## config.mk

```make
export PLATFORM = sky130hd
export DESIGN_NAME = hbw_host_port
export DESIGN_NICKNAME = d
export VERILOG_FILES = /design/src/pkg/hbw_pkg.sv /design/src/hw/hbw_tracker.sv /design/src/hw/hbw_host_port.sv
export SDC_FILE = /design/constraint.sdc
export NUM_CORES = 1
export LEC_CHECK = 0
export BUFFER_PORTS_ARGS = -buffer_cell sky130_fd_sc_hd__buf_2
export CORE_MARGIN = 4
export CORE_UTILIZATION = 30
export DETAILED_ROUTE_END_ITERATION = 8
export HOLD_SLACK_MARGIN = 0.06
export PLACE_DENSITY = 0.62
export SLEW_MARGIN = 20
export SYNTH_ARGS = -nofsm -noshare
export SYNTH_HDL_FRONTEND = slang
export SYNTH_SLANG_ARGS = --single-unit
```

## constraint.sdc

```tcl
create_clock -name ref_clk_i -period 3.2 [get_ports ref_clk_i]
set_clock_uncertainty 0.05 [all_clocks]
set_input_delay 0.64 -clock ref_clk_i [delete_from_list [all_inputs] [get_ports ref_clk_i]]
set_output_delay 0.64 -clock ref_clk_i [all_outputs]
set_load 0.02 [all_outputs]
```

## src/pkg/hbw_pkg.sv

```systemverilog
// Constants and types shared by the host bus width and word swap logic.
// Assumes a single 100 MHz clock domain and an internal 32-bit register/FIFO side.
package hbw_pkg;

	// ------------------------------------------------------------------
	// Widths and encodings
	// ------------------------------------------------------------------
	localparam int HBW_DATA_W = 32;
	localparam int HBW_HALF_W = 16;
	localparam int HBW_ADDR_W = 8;
	localparam logic HBW_WIDTH_16 = 1'h0;
	localparam logic HBW_WIDTH_32 = 1'h1;
	localparam logic [31:0] HBW_SWAP_ALL_ONES = 32'hFFFFFFFF;
	localparam int HBW_CFG_WIDTH_BIT = 2;
	localparam logic [31:0] HBW_CFG_RESET = 32'h00000000;
	localparam logic [31:0] HBW_SWAP_RESET = 32'h00000000;
	// Strap age at which the second synchroniser flop first holds the pin.
	localparam logic [1:0] HBW_STRAP_SETTLE = 2'h2;

	// Half-word tracker: which half of the current word is held.
	typedef enum logic [1:0] {
		HBW_TRK_EMPTY,
		HBW_TRK_LOW,
		HBW_TRK_HIGH
	} hbw_trk_t;

endpackage : hbw_pkg

```

## src/hw/hbw_tracker.sv

```systemverilog
// Half-word pairing tracker, one instance per transfer direction.
// Assumes accesses are single-cycle strobes from logic on the same clock.
`timescale 1ns/1ns
module hbw_tracker
	import hbw_pkg::*;
(
	input wire logic ref_clk_i,
	input wire logic rstn_i,
	input wire logic clear_i,
	input wire logic strobe_i,
	input wire logic half_hi_i,
	input wire logic [hbw_pkg::HBW_ADDR_W-1:0] addr_i,
	output logic first_o,
	output logic complete_o,
	output logic repeat_o,
	output hbw_pkg::hbw_trk_t state_o
);
	import hbw_pkg::*;

	typedef struct packed {
		hbw_trk_t trk;
		logic [HBW_ADDR_W-1:0] addr;
	} hbw_trk_state_t;

	hbw_trk_state_t st_reg;
	hbw_trk_state_t st_next;

	// ------------------------------------------------------------------
	// Pairing decision
	// ------------------------------------------------------------------
	// A second access to the opposite half completes; a repeat of the
	// held half is flagged and the tracker restarts empty.
	always_comb begin
		st_next = st_reg;
		first_o = 1'b0;
		complete_o = 1'b0;
		repeat_o = 1'b0;
		if (clear_i) begin
			st_next.trk = HBW_TRK_EMPTY;
		end else if (strobe_i) begin
			unique case (st_reg.trk)
				HBW_TRK_EMPTY: begin
					first_o = 1'b1;
					st_next.trk = half_hi_i ? HBW_TRK_HIGH : HBW_TRK_LOW;
					st_next.addr = addr_i;
				end
				HBW_TRK_LOW, HBW_TRK_HIGH: begin
					if (half_hi_i == (st_reg.trk == HBW_TRK_HIGH)) begin
						repeat_o = 1'b1;
					end else begin
						complete_o = 1'b1;
					end
					st_next.trk = HBW_TRK_EMPTY;
				end
				default: begin
					st_next.trk = HBW_TRK_EMPTY;
				end
			endcase
		end
	end

	always_ff @(posedge ref_clk_i or negedge rstn_i) begin
		if (!rstn_i) begin
			st_reg <= '{trk: HBW_TRK_EMPTY, addr: '0};
		end else begin
			st_reg <= st_next;
		end
	end

	assign state_o = st_reg.trk;

endmodule : hbw_tracker

```

## src/hw/hbw_host_port.sv

```systemverilog
// Host data port: 32/16-bit width strap, half-word pairing and word swap.
// Assumes host strobes are already synchronous to ref_clk_i and one cycle long;
// the width strap pin is asynchronous and is synchronised here.
`timescale 1ns/1ns
module hbw_host_port
	import hbw_pkg::*;
(
	input wire logic ref_clk_i,
	input wire logic rstn_i,
	input wire logic bus_width_strap_pin_i,
	input wire logic [31:0] word_swap_i,
	input wire logic host_wr_i,
	input wire logic host_rd_i,
	input wire logic half_word_select_line_i,
	input wire logic [hbw_pkg::HBW_ADDR_W-1:0] host_addr_i,
	input wire logic [31:0] host_wdata_i,
	input wire logic [31:0] int_rdata_i,
	output logic [31:0] host_rdata_o,
	output logic [31:0] host_rdata_oe_o,
	output logic int_wr_o,
	output logic int_rd_o,
	output logic [hbw_pkg::HBW_ADDR_W-1:0] int_addr_o,
	output logic [31:0] int_wdata_o,
	output logic wr_discard_o,
	output logic rd_invalid_o,
	output logic [31:0] hardware_config_register_o
);
	import hbw_pkg::*;

	// ------------------------------------------------------------------
	// State
	// ------------------------------------------------------------------
	typedef struct packed {
		logic strap_meta;
		logic strap_sync;
		logic [1:0] strap_age;
		logic width32;
		logic [31:0] cfg;
		logic [15:0] wr_hold;
		logic [31:0] rd_word;
		logic [31:0] rdata;
		logic [31:0] rdata_oe;
		logic int_wr;
		logic int_rd;
		logic [HBW_ADDR_W-1:0] int_addr;
		logic [31:0] int_wdata;
		logic wr_discard;
		logic rd_invalid;
	} hbw_port_state_t;

	hbw_port_state_t st_reg;
	hbw_port_state_t st_next;

	// ------------------------------------------------------------------
	// Elaboration checks
	// ------------------------------------------------------------------
	// Pairing two host halves into one internal word only works when the
	// internal word is exactly two halves wide and holds the width bit.
	if (HBW_DATA_W != 2 * HBW_HALF_W || HBW_CFG_WIDTH_BIT >= HBW_DATA_W) begin : g_width_check
		$error("internal word must be two host halves wide");
	end

	logic swap_on;
	logic half_hi;
	logic wr_first;
	logic wr_done;
	logic wr_rep;
	logic rd_first;
	logic rd_done;
	logic rd_rep;
	logic [15:0] rd_half;

	// ------------------------------------------------------------------
	// Lane mapping
	// ------------------------------------------------------------------
	// Swap only counts in 16-bit mode and only for the all-ones value.
	assign swap_on = !st_reg.width32 && (word_swap_i == HBW_SWAP_ALL_ONES);
	// Internal half addressed by this access; used for registers and FIFOs alike.
	assign half_hi = half_word_select_line_i ^ swap_on;

	// ------------------------------------------------------------------
	// Per-direction trackers
	// ------------------------------------------------------------------
	// Trackers are held clear in 32-bit mode so no stale half survives a
	// width change.
	hbw_tracker u_wr_trk (
		.ref_clk_i(ref_clk_i),
		.rstn_i(rstn_i),
		.clear_i(st_reg.width32),
		.strobe_i(host_wr_i),
		.half_hi_i(half_hi),
		.addr_i(host_addr_i),
		.first_o(wr_first),
		.complete_o(wr_done),
		.repeat_o(wr_rep),
		.state_o()
	);

	hbw_tracker u_rd_trk (
		.ref_clk_i(ref_clk_i),
		.rstn_i(rstn_i),
		.clear_i(st_reg.width32),
		.strobe_i(host_rd_i),
		.half_hi_i(half_hi),
		.addr_i(host_addr_i),
		.first_o(rd_first),
		.complete_o(rd_done),
		.repeat_o(rd_rep),
		.state_o()
	);

	// Half of the word fetched on the first read, picked by internal half.
	assign rd_half = half_hi ? st_reg.rd_word[31:16] : st_reg.rd_word[15:0];

	// ------------------------------------------------------------------
	// Next-state logic
	// ------------------------------------------------------------------
	always_comb begin
		st_next = st_reg;
		st_next.int_wr = 1'b0;
		st_next.int_rd = 1'b0;
		st_next.wr_discard = 1'b0;
		st_next.rd_invalid = 1'b0;
		// Strap passes two flops before anything reads it.
		st_next.strap_meta = bus_width_strap_pin_i;
		st_next.strap_sync = st_reg.strap_meta;
		// Width is latched once after reset release; a live strap change is ignored.
		// The age counter waits until the second flop holds the pin, since the
		// reset value of that flop would otherwise always pick 16-bit mode.
		if (st_reg.strap_age != 2'h3) begin
			st_next.strap_age = st_reg.strap_age + 2'h1;
		end
		if (st_reg.strap_age == HBW_STRAP_SETTLE) begin
			st_next.width32 = st_reg.strap_sync;
			st_next.cfg = HBW_CFG_RESET;
			st_next.cfg[HBW_CFG_WIDTH_BIT] = st_reg.strap_sync;
		end
		if (st_reg.width32) begin
			// Whole word per access, lanes mapped straight through.
			st_next.rdata_oe = '1;
			if (host_wr_i) begin
				st_next.int_wr = 1'b1;
				st_next.int_addr = host_addr_i;
				st_next.int_wdata = host_wdata_i;
			end
			if (host_rd_i) begin
				st_next.int_rd = 1'b1;
				st_next.int_addr = host_addr_i;
				st_next.rdata = int_rdata_i;
			end
		end else begin
			// Upper lanes never driven in 16-bit mode.
			st_next.rdata_oe = 32'h0000FFFF;
			if (wr_first) begin
				st_next.wr_hold = host_wdata_i[15:0];
			end
			if (wr_done) begin
				// Held half and new half land in their internal halves, so the
				// low half always sits in bits 15:0 whichever half arrives first.
				st_next.int_wr = 1'b1;
				st_next.int_addr = host_addr_i;
				st_next.int_wdata = half_hi ? {host_wdata_i[15:0], st_reg.wr_hold}
					: {st_reg.wr_hold, host_wdata_i[15:0]};
			end
			// A repeat also drops the held half, so the host must resend both
			// halves; this keeps a stale half from pairing with a later word.
			st_next.wr_discard = wr_rep;
			if (rd_first) begin
				// One internal read per word; the second half comes from the copy.
				st_next.int_rd = 1'b1;
				st_next.int_addr = host_addr_i;
				st_next.rd_word = int_rdata_i;
				st_next.rdata = {16'h0000, half_hi ? int_rdata_i[31:16] : int_rdata_i[15:0]};
			end
			if (rd_done) begin
				st_next.rdata = {16'h0000, rd_half};
			end
			if (rd_rep) begin
				st_next.rdata = {16'h0000, rd_half};
				st_next.rd_invalid = 1'b1;
			end
		end
	end

	// ------------------------------------------------------------------
	// State register
	// ------------------------------------------------------------------
	always_ff @(posedge ref_clk_i or negedge rstn_i) begin
		if (!rstn_i) begin
			st_reg <= '0;
		end else begin
			st_reg <= st_next;
		end
	end

	// Every output is a register field, never a decoded net.
	assign host_rdata_o = st_reg.rdata;
	assign host_rdata_oe_o = st_reg.rdata_oe;
	assign int_wr_o = st_reg.int_wr;
	assign int_rd_o = st_reg.int_rd;
	assign int_addr_o = st_reg.int_addr;
	assign int_wdata_o = st_reg.int_wdata;
	assign wr_discard_o = st_reg.wr_discard;
	assign rd_invalid_o = st_reg.rd_invalid;
	assign hardware_config_register_o = st_reg.cfg;

endmodule : hbw_host_port

```

; Word level (Yosys, flattened, before mapping)
; Cells that the tools add are included.
[totals]
mem_bits_rw = 0
romBits = 0
regBits = 181
latch_bits = 0
memories = 0
output_inout_bits = 140
inputBits = 110
wordCells = 97
[op_classes]
add_sub_neg = 1
div_mod_pow = 0
bitwise_logic = 2
order_cmp = 0
mux = 46
n_mul = 0
eq_ne = 12
reduce_logical = 18
shifts = 0
[op_table]
columns = op, count
row1 = two-way mux 32 bit, 5
row2 = two-way mux 106 bit, 1
row3 = two-way mux 40 bit, 2
row4 = "== test 32 bit, second input constant", 1
row5 = two-way mux 16 bit, 2
row6 = two-way mux 1 bit, 24
row7 = two-way mux 10 bit, 2
row8 = two-way mux 9 bit, 2
row9 = two-way mux 8 bit, 2
row10 = two-way mux 2 bit, 6
row11 = AND reduction 2 bit, 5
row12 = "== test 2 bit, second input constant", 3
row13 = "!= test 2 bit, second input constant", 3
row14 = AND reduction 3 bit, 2
row15 = nonzero test 2 bit, 3
row16 = "== test 2 x 1 -> 1 bit, second input constant", 2
row17 = zero test 2 bit, 2
row18 = nonzero test 4 bit, 1
row19 = OR reduction 2 bit, 2
row20 = "!= test 3 bit, second input constant", 1
row21 = nonzero test 3 bit, 1
row22 = "adder 2 x 1 -> 2 bit, second input constant", 1
row23 = == test 1 bit, 2
row24 = logical AND 1 bit, 1
row25 = 3 further kinds, 3

; Depth between registers and ports, before layout
; Gate-level depths: netlist (run 1).
[logic_depth]
ltp_word = 11
mapped_depth = 10

; Cells and area by module
; Synthesis (run 1) repeated with hierarchy kept, for this count alone.
[unflattened]
cells_unflattened = 754
area_unflattened_um2 = 7679.9
[modules_own_cells]
columns = mod, area_each_um2, seq_area_each_um2, instances, cells_each
row1 = hbw_host_port, 7369.6, 3278.1, 1, 720
row2 = hbw_tracker, 155.1, 50.0, 2, 17

; Worst setup path before layout (run 1)
; OpenSTA, ideal clock, no wires.
[synth_timing]
kind = input port to flip-flop
start = input port word_swap_i[31]
end = register st_reg (netlist bit int_wdata_o[10])
stages = 8
setup_ns = 0.125
n_path_buf = 2
arrival_ns = 2.776
slack_ns = 0.249
cell_sequence = nand4_1 -> or4_1 -> nor4_1 -> o21ba_2 -> buf_2 -> buf_2 -> mux2_2 -> mux2_2
[synth_via]
elab_chain_cells = 10
[synth_lines]
columns = item, line_no
row1 = "start, declared", hbw_host_port.sv:11  ; input wire logic [31:0] word_swap_i,
row2 = == test 32 bit (*), hbw_host_port.sv:77  ; assign swap_on = !st_reg.width32 && (word_swap_i == HBW_SWAP_ALL_ONES);
row3 = logical AND 1 bit (*), hbw_host_port.sv:77
row4 = bitwise XOR 1 bit (*), hbw_host_port.sv:79  ; assign half_hi = half_word_select_line_i ^ swap_on;
row5 = == test 1 bit, hbw_tracker.sv:48  ; if (half_hi_i == (st_reg.trk == HBW_TRK_HIGH)) begin
row6 = two-way mux 1 bit, hbw_tracker.sv:48
row7 = two-way mux 1 bit, hbw_tracker.sv:41  ; unique case (st_reg.trk)
row8 = two-way mux 1 bit, hbw_tracker.sv:40  ; end else if (strobe_i) begin
row9 = two-way mux 1 bit, hbw_tracker.sv:38  ; if (clear_i) begin
row10 = nonzero test 2 bit (no source line), n/a
row11 = AND reduction 2 bit (no source line), n/a
row12 = "end signal, assigned", hbw_host_port.sv:192  ; st_reg <= st_next;
row13 = "end, declared", hbw_host_port.sv:51  ; hbw_port_state_t st_reg;
; Mark *: on every way between the ends. The rest lies on a longest branch, timed or not. The select of a mux whose other input is x is not followed.
; A chain may end at the register's enable or synchronous reset.

; Worst setup path in the final report (run 1)
[layout_timing]
start = register u_rd_trk.st_reg (netlist bit u_rd_trk.state_o[1])
end = register st_reg (netlist bit host_rdata_o[2])
[layout_via]
elab_chain_cells = 9
[layout_lines]
columns = item, line_no
row1 = "start, declared", hbw_tracker.sv:25  ; hbw_trk_state_t st_reg;
row2 = "start signal, assigned", hbw_tracker.sv:64  ; st_reg <= '{trk: HBW_TRK_EMPTY, addr: '0};
row3 = "start signal, assigned", hbw_tracker.sv:66  ; st_reg <= st_next;
row4 = == test 2 bit, "hbw_tracker.sv:41, hbw_tracker.sv:48"
row5 = == test 1 bit, hbw_tracker.sv:48
row6 = two-way mux 1 bit, hbw_tracker.sv:48
row7 = two-way mux 1 bit, hbw_tracker.sv:41
row8 = two-way mux 1 bit, hbw_tracker.sv:40
row9 = two-way mux 1 bit, hbw_tracker.sv:38
row10 = two-way mux 32 bit, hbw_host_port.sv:175  ; if (rd_done) begin
row11 = two-way mux 32 bit, hbw_host_port.sv:178  ; if (rd_rep) begin
row12 = two-way mux 106 bit, hbw_host_port.sv:138  ; if (st_reg.width32) begin
; Several ways; a longest one is shown, not always the timed one.

==> impl_metrics.json, run 1 <==
{
  "status": "finished clean",
  "clock-root-buffer": "clkbuf_16",
  "synthesis.area_sq_um": 8250,
  "ys_warn_count": 0,
  "critPathRequiredTime_ps": 3440,
  "dominantRegCellSynth": "dfrtp_1",
  "cts_tree": "done",
  "setup_slack_ps": 545,
  "synth-edff-count": 0,
  "fin_cells": 1296,
  "async_flop_share_pct": 100,
  "drcViolationCount": 0,
  "synthCells": 833,
  "drtPass1Iterations": 8,
  "antenna_found_initial": 1,
  "arrival_ps": 2890,
  "final_antenna_net_count": 0,
  "post-route-period-util_pct": 83.0,
  "rows": 60,
  "dr.first_iter.drc_count": 588,
  "core_sq_um": 27000,
  "cp-start-kind": "flop",
  "synth.avg_cell_area_sq_um": 9.90,
  "max_cap_violations": 0,
  "nNetsFinal": 1057,
  "synth_commonest_cells": "139 x buf_4, 135 x dfrtp_1, 115 x mux2_2",
  "io_pins": 250,
  "routed_wl_microns": 23600,
  "die_w_microns": 174,
  "max_clock_freq_ghz": 0.377,
  "cts-buffers-inserted": 17,
  "critical_path_class": "reg2reg",
  "drive_above_1_share_pct": 42.9,
  "max-vdd-ir-drop_v": 0.000301,
  "yosysTopAreaCell": "dfrtp_1",
  "fp.dieH_microns": 174,
  "synth_top_area_share_pct": 41.0,
  "clock_latency_ps": 420,
  "ys_seq_area_share_pct": 41.0,
  "die_area_sq_um": 30200,
  "gp_congestion": 0.770,
  "syn2layout_area_growth_pct": 16.6,
  "path_clk_slew_ps": 60,
  "clk_path_buf_depth": 2,
  "htreeDepth": 4,
  "cts_num_sinks": 135,
  "cts_setup_buffers": 0,
  "rrSetupSlack_ps": 540,
  "port_buffers": 218,
  "grt_pass1_vias": 6523,
  "utilization_pct": 35.6,
  "num_vias": 6645,
  "vias_per_cell": 5.13,
  "p_leak_nw": 4.46,
  "yosysUniqueCellTypes": 50,
  "synth-seq-cells": 135,
  "hpwl_microns": 16600,
  "path_max_fanout": 26,
  "cts_resized": 0,
  "grt_max_degree": 64,
  "power.density_nw_per_um2": 591,
  "largest_register_ffs": 52,
  "dp.cells": 1263,
  "grt_pass1_wl_microns": 36900,
  "finalMaxSlewViolations": 0,
  "rsz0062_at_grt": "false",
  "final.setup.tns_ps": 0,
  "dpl_cell_area_sq_um": 8970,
  "grt_overflow": 0,
  "post-route-min-period_ps": 2660,
  "wl_per_cell_microns": 18.2,
  "start_util_pct": 30.5,
  "hold_viol": 0,
  "worstSetupEndpointType": "flop",
  "track_usage_pct": 15.3,
  "ctsHoldBuffers": 0,
  "finalSetupViolCount": 0,
  "yosysMostFrequentCell": "buf_4",
  "worst_slew_pin_slew_ps": 889,
  "design_area_sq_um": 9620,
  "slew_headroom_pct": 40.1,
  "place_ws_ps": 91.1,
  "synthTopCellsByArea": "dfrtp_1 41%, mux2_2 16%, buf_4 13%",
  "min_path_type": "in2async"
}
## power breakdown
part           leakage (nW)  switching (mW)  total (mW)  internal [mW]
clock                 0.312           0.833        2.16           1.33
combinational          2.53           0.745        1.29          0.549
sequential             1.62           0.214        2.23           2.02
total                  4.46            1.79        5.69           3.89
## cells by family (layout without fill, tap and decap cells)
| logic type | Yosys count | count (layout) | synth area share, % |
|---|---|---|---|
| simple gates | 222 | 222 | 12.5 |
| buf+inv | 198 | 289 | 15.4 |
| compound gates | 138 | 138 | 12.2 |
| flops | 135 | 135 | 41.0 |
| mux | 129 | 129 | 17.4 |
| fa+ha+maj | 6 | 6 | 0.910 |
| xor+xnor | 3 | 3 | 0.486 |
| other cells | 2 | 33 | 0.0911 |
## layout by cell type, fill, tap and decap left out, drive strengths merged, types with 16 or more instances in the layout
| cell type | instances |
|---|---|
| buf | 247 |
| dfrtp | 135 |
| mux2 | 115 |
| nand2 | 112 |
| nand3 | 48 |
| conb | 32 |
| a31oi | 28 |
| o21ai | 21 |
| a22oi | 19 |
| clkbuf | 17 |
| inv | 17 |
| a222oi | 16 |
## worst paths after layout
path	cells past startpoint	startpoint	endpoint
max	9	u_rd_trk.state_o[1]	host_rdata_o[2]
min	1	rstn_i	host_rdata_oe_o[15]
max reg2reg	9	u_rd_trk.state_o[1]	host_rdata_o[2]
min reg2reg	0	st_next[191]	st_reg[191]
max in group asynchronous	2	rstn_i	st_reg[138]
min in group ref_clk_i	1	bus_width_strap_pin_i	st_next[191]
## metal layers
layer / vias to the layer above / global-route usage (%) / routed length [microns]
li1: 3061 / - / -
met1: 3292 / 20.7 / 10500
met2: 272 / 24.5 / 11100
met3: 18 / 3.95 / 1650
met4: 2 / 3.60 / 211
met5: - / 0 / 13
## critical path, cell delays in order, from the launching register on
cell and delay (ps):
dfrtp_1 370, inv_1 50, ha_1 420, nand3b_1 320, nor2_2 50, buf_4 230
a222oi_1 370, nand2_1 90, a222oi_1 450, o21ai_0 130
## per-stage QoR
stage               total power, mW  hold slack, ps
floorplan                      3.33             281
global route                   5.97             194
finish                         5.69             150
CTS                            5.75             168
detailed placement             3.57             293
global placement               3.53             288
## area by class of cell
type                    count  area (sq um)
flip-flops and latches    135          3380
diodes                      1          2.50
inverters                  10          37.5
clock buffers              17           425
multi-input cells         530          3770
clock inverters            15           214
well taps                 341           427
fillers                  2760         17400
repair buffers            247          1370
Power figures use the tool's default switching activity.
==> run 2: changes to the inputs <==
==> constraint.sdc (replaced) <==
create_clock -name ref_clk_i -period 2.7 [get_ports ref_clk_i]
set_clock_uncertainty 0.05 [all_clocks]
set_input_delay 0.54 -clock ref_clk_i [delete_from_list [all_inputs] [get_ports ref_clk_i]]
set_output_delay 0.54 -clock ref_clk_i [all_outputs]
set_load 0.02 [all_outputs]
==> run 2 against run 1 <==
  * Sequential cell count did not move
  * Count of clock-buffer cells in the layout grew 5
  * Critical path type unchanged
  * Die area did not move
  * First-iteration DRC count decreased by 8.7%
  * Largest power group unchanged
  * Final cell count up 1.0%
  * Register-to-register slack worse by 400 ps
==> impl_metrics.json, run 2 (synthesis gave the netlist of run 1 again) <==
{
  "start_util_pct": 30.5,
  "dr.first_iter.drc_count": 537,
  "antenna_found_initial": 2,
  "gp_congestion": 0.778,
  "max_clock_freq_ghz": 0.391,
  "p_int_mw": 4.53,
  "htreeDepth": 4,
  "clock_latency_ps": 420,
  "hpwl_microns": 16300,
  "final_cell_mix": "217 x buf_2, 134 x dfrtp_1, 115 x mux2_2",
  "drcViolationCount": 0,
  "track_usage_pct": 15.1,
  "p_leak_nw": 4.54,
  "finalSetupViolCount": 0,
  "clock-root-buffer": "clkbuf_16",
  "num_vias": 6597,
  "p_sw_share_pct": 31.4,
  "fp.dieH_microns": 174,
  "critical_path_class": "reg2reg",
  "die_area_sq_um": 30200,
  "power.density_nw_per_um2": 674,
  "core_sq_um": 27000,
  "critPathRequiredTime_ps": 2960,
  "arrival_ps": 2810,
  "final.setup.tns_ps": 0,
  "endpoint": "int_wdata_o[2]",
  "cts_tree": "done",
  "nNetsFinal": 1071,
  "min_path_type": "in2reg",
  "max-vdd-ir-drop_v": 0.000329,
  "top_layer_used": "met5",
  "hold_ws_ps": 171,
  "hold_viol": 0,
  "cts_num_sinks": 135,
  "reg2reg_from": "st_reg[188]",
  "crit_start": "st_reg[188]",
  "drtPass1Iterations": 7,
  "wl_per_cell_microns": 17.9,
  "port_buffers": 218,
  "cp-start-kind": "flop",
  "vias_per_cell": 5.04,
  "cts-buffers-inserted": 17,
  "path_clk_slew_ps": 60,
  "worstSetupEndpointType": "flop",
  "io_pins": 250,
  "pwr-share-comb_pct": 23.5,
  "grt_pass1_vias": 6439,
  "drt-met1-wl_microns": 10300,
  "post-route-min-period_ps": 2560,
  "worst_slew_pin_slew_ps": 521,
  "rows": 60,
  "die_w_microns": 174,
  "syn2layout_area_growth_pct": 18.8,
  "rrSetupSlack_ps": 140,
  "drive_above_1_share_pct": 43.9,
  "largest_register_ffs": 52,
  "path_max_fanout": 33,
  "cts_setup_buffers": 0,
  "status": "finished clean",
  "clockPowerShare_pct": 36.4,
  "grt_overflow": 0,
  "post-route-period-util_pct": 94.7,
  "clk_path_buf_depth": 2,
  "reg2reg_depth": 7,
  "wl_met3_microns": 1590,
  "r2r_end": "int_wdata_o[2]",
  "p_total_mw": 6.60,
  "routed_wl_microns": 23400,
  "fin_cells": 1309,
  "netSwitchingPower_mw": 2.07,
  "n_antenna_cell": 0,
  "finalMaxSlewViolations": 0,
  "grt_max_degree": 69,
  "dp.cells": 1276,
  "final_antenna_net_count": 0,
  "slew_headroom_pct": 65.1,
  "max_cap_violations": 0,
  "grt_pass1_wl_microns": 36400,
  "final_common_cell": "buf_2",
  "p_seq_share_pct": 40.0,
  "wl_met2_microns": 11200,
  "rsz0062_at_grt": "false"
}
run 2: cell count changes in the layout (fill, tap and decap cells not counted), moves of 2 or more:
cell / before / now
buf_12: 4 / 11
inv_6: 7 / 2
clkinv_2: 1 / 3
bufinv_16: 4 / 2
clkbuf_8: 0 / 4
buf_4: 25 / 30
run 2: worst min-delay path by stage:
stage | start | end | cells past startpoint
finish | bus_width_strap_pin_i | st_next[191] | 1
global route | bus_width_strap_pin_i | st_next[191] | 1
CTS | bus_width_strap_pin_i | st_next[191] | 1
detailed placement | st_next[191] | st_reg[191] | 0
global placement | st_next[191] | st_reg[191] | 0
floorplan | rstn_i | host_rdata_o[0] | 0
run 2: timing repair:
| item | 4_1_cts | 5_1_grt |
|---|---|---|
| resized for setup | 0 | 2 |
| hold buffers | 1 | 0 |
| endpoints found under the setup margin | 0 | 1 |
| endpoints found under the hold margin | 34 | 0 |
run 2: power by group through the flow:
stage                     Combinational (mW)  Sequential [mW]  Clock [mW]
after floorplan                         1.35             2.60           0
after global placement                  1.54             2.66           0
after detailed placement                1.57             2.67           0
after CTS                               1.58             2.64        2.47
after global routing                    1.69             2.69        2.54
final                                   1.55             2.64        2.41
run 2: cell type report:
class	count	area, sq um
Timing Repair Buffer	261	1560
Fill cell	2738	17200
Clock inverter	10	118
Clock buffer	22	484
Sequential cell	135	3380
Inverter	10	37.5
Multi-Input combinational cell	530	3780
Tap cell	341	427
run 2: layer usage:
layer | vias to the layer above | global-route usage [%]
li1 | 3079 | -
met4 | 4 | 3.86
met2 | 269 | 24.4
met3 | 21 | 3.69
met5 | - | 0
met1 | 3224 | 20.5
run 2: critical path, cell delays in order (launching register included):
cell      delay [ps]
dfrtp_2          420
nand3b_1         270
or3_4            470
nor3_4           160
xnor3_1          290
a22oi_4          170
buf_12           230
mux2_2           360
run 2: stage by stage:
step	setup WS (ps)	instance area (sq um)	utilization, %
after global placement	-157	9170	33.9
after detailed placement	-194	9170	33.9
final	143	9790	36.2
after CTS	83.2	9790	36.2
after global routing	49.0	9790	36.2
after floorplan	-52.4	8380	-
==> run 3: changes to the inputs <==
--- a/config.mk
+++ b/config.mk
@@ -5,12 +5,13 @@
 export SDC_FILE = /design/constraint.sdc
 export NUM_CORES = 1
 export LEC_CHECK = 0
-export BUFFER_PORTS_ARGS = -buffer_cell sky130_fd_sc_hd__buf_2
+export BUFFER_PORTS_ARGS = -buffer_cell sky130_fd_sc_hd__buf_4
 export CORE_MARGIN = 4
 export CORE_UTILIZATION = 30
 export DETAILED_ROUTE_END_ITERATION = 8
 export HOLD_SLACK_MARGIN = 0.06
 export PLACE_DENSITY = 0.62
+export RECOVER_POWER = 50
 export SLEW_MARGIN = 20
 export SYNTH_ARGS = -nofsm -noshare
 export SYNTH_HDL_FRONTEND = slang
==> run 3 against run 2 <==
  * The flow now finishes with violations (max-capacitance violations, max-slew violations)
  * Count of clock-buffer cells in the layout is 4 lower
  * Utilization increased by 1.3 points
  * Largest cell class unchanged
  * Die area did not move
  * Sequential cell count stayed put
  * Worst setup slack improved by 20 ps
==> impl_metrics.json, run 3 (synthesis gave the netlist of run 1 again) <==
{
  "path_max_fanout": 33,
  "critPathRequiredTime_ps": 2950,
  "n_antenna_cell": 0,
  "post-route-min-period_ps": 2540,
  "port_buffers": 218,
  "p_leak_nw": 4.52,
  "cp-start-kind": "flop",
  "nNetsFinal": 1074,
  "start_util_pct": 30.5,
  "cts_setup_buffers": 0,
  "post-route-period-util_pct": 94.0,
  "grt_max_degree": 67,
  "cts_resized": 0,
  "ctsHoldBuffers": 0,
  "grt_overflow": 0,
  "final_cell_mix": "204 x buf_4, 134 x dfrtp_1, 115 x mux2_2",
  "utilization_pct": 37.5,
  "pwr-share-comb_pct": 24.3,
  "hpwl_microns": 16700,
  "p_sw_share_pct": 31.2,
  "critical_path_class": "reg2reg",
  "wl_per_cell_microns": 17.9,
  "syn2layout_area_growth_pct": 22.9,
  "arrival_ps": 2790,
  "max_clock_freq_ghz": 0.394,
  "rows": 60,
  "violations": "max-capacitance violations, max-slew violations",
  "p_total_mw": 6.68,
  "p_int_mw": 4.59,
  "max_cap_violations": 1,
  "cts-buffers-inserted": 17,
  "drcViolationCount": 0,
  "p_seq_share_pct": 39.7,
  "largest_register_ffs": 52,
  "hold_viol": 0,
  "core_sq_um": 27000,
  "drive_above_1_share_pct": 39.0,
  "dr.first_iter.drc_count": 542,
  "max-vdd-ir-drop_v": 0.000446,
  "clk_path_buf_depth": 2,
  "routed_wl_microns": 23500,
  "worstSetupEndpointType": "flop",
  "min_path_type": "in2reg",
  "io_pins": 250,
  "clockPowerShare_pct": 36.0,
  "htreeDepth": 4,
  "netSwitchingPower_mw": 2.09,
  "worst_slew_pin_slew_ps": 1770,
  "cts_tree": "done",
  "die_area_sq_um": 30200,
  "status": "finished, violations left",
  "clock-root-buffer": "clkbuf_16",
  "fp.dieH_microns": 174,
  "final_common_cell": "buf_4",
  "grt_pass1_vias": 6536,
  "num_vias": 6654,
  "grt_pass1_wl_microns": 37100,
  "vias_per_cell": 5.07,
  "die_w_microns": 174,
  "finalSetupViolCount": 0,
  "cts_num_sinks": 135,
  "final_antenna_net_count": 0,
  "slew_headroom_pct": -17.9,
  "drtPass1Iterations": 7,
  "rsz0062_at_grt": "false",
  "path_clk_slew_ps": 60,
  "power.density_nw_per_um2": 659,
  "antenna_found_initial": 0,
  "track_usage_pct": 15.3,
  "clock_latency_ps": 420,
  "finalMaxSlewViolations": 65,
  "gp_congestion": 0.819
}
==> run 3: cell type report <==
class                      count  area, sq um
sequential                   135         3380
clock buffer                  18          429
tap                          341          427
inverter                      10         37.5
multi-input combinational    530         3780
clock inverter                14          174
fill                        2708        16900
timing repair buffer         264         1910
==> run 3: worst paths after layout <==
kind                                        from               end  slack (ps)  cells past startpoint
max                                  st_reg[188]    int_wdata_o[1]         160                      7
min                        bus_width_strap_pin_i      st_next[191]         200                      1
max reg2reg                          st_reg[188]    int_wdata_o[1]         160                      7
min reg2reg                         st_next[191]       st_reg[191]         310                      0
max in group asynchronous                 rstn_i  host_rdata_o[23]         670                      2
min in group asynchronous                 rstn_i  host_rdata_o[20]         530                      1
==> run 3: metal layers <==
metal  up-vias  global-route usage [%]  share of wire [%]
li1       3099                       -                  -
met1      3259                    20.7                 44
met2       283                    24.7                 49
met3        13                    4.25                6.9
met4         0                    2.94               0.68
met5         -                       0                  0
==> run 3: metrics by stage <==
step           cells  hold slack (ps)  TNS [ps]  cell area [sq um]  setup WS (ps)
4_1_cts         1312             82.6         0              10300            115
2_1_floorplan    863              194     -1500               8380          -52.4
5_1_grt         1312              173         0              10100           11.3
3_3_place_gp    1280              298     -6090               9720           -160
6_report        1312              196         0              10100            162
3_5_place_dp    1280              296     -7150               9720           -189
==> run 3: worst max-delay path, cell delays in order, from the launching register on <==
cell and delay, ps:
dfrtp_2 420, nand3b_1 230, or3_1 490, nor3_4 160, xnor3_1 290, a22oi_4 160, buf_12 230, mux2_2 360
==> run 3: power groups by stage <==
| stage | Combinational (mW) | Clock, mW | Sequential [mW] |
|---|---|---|---|
| 2_1_floorplan | 1.35 | 0 | 2.60 |
| 3_3_place_gp | 1.72 | 0 | 2.68 |
| 4_1_cts | 1.75 | 2.47 | 2.66 |
| 3_5_place_dp | 1.75 | 0 | 2.69 |
| 5_1_grt | 1.77 | 2.54 | 2.70 |
| 6_report | 1.63 | 2.40 | 2.65 |
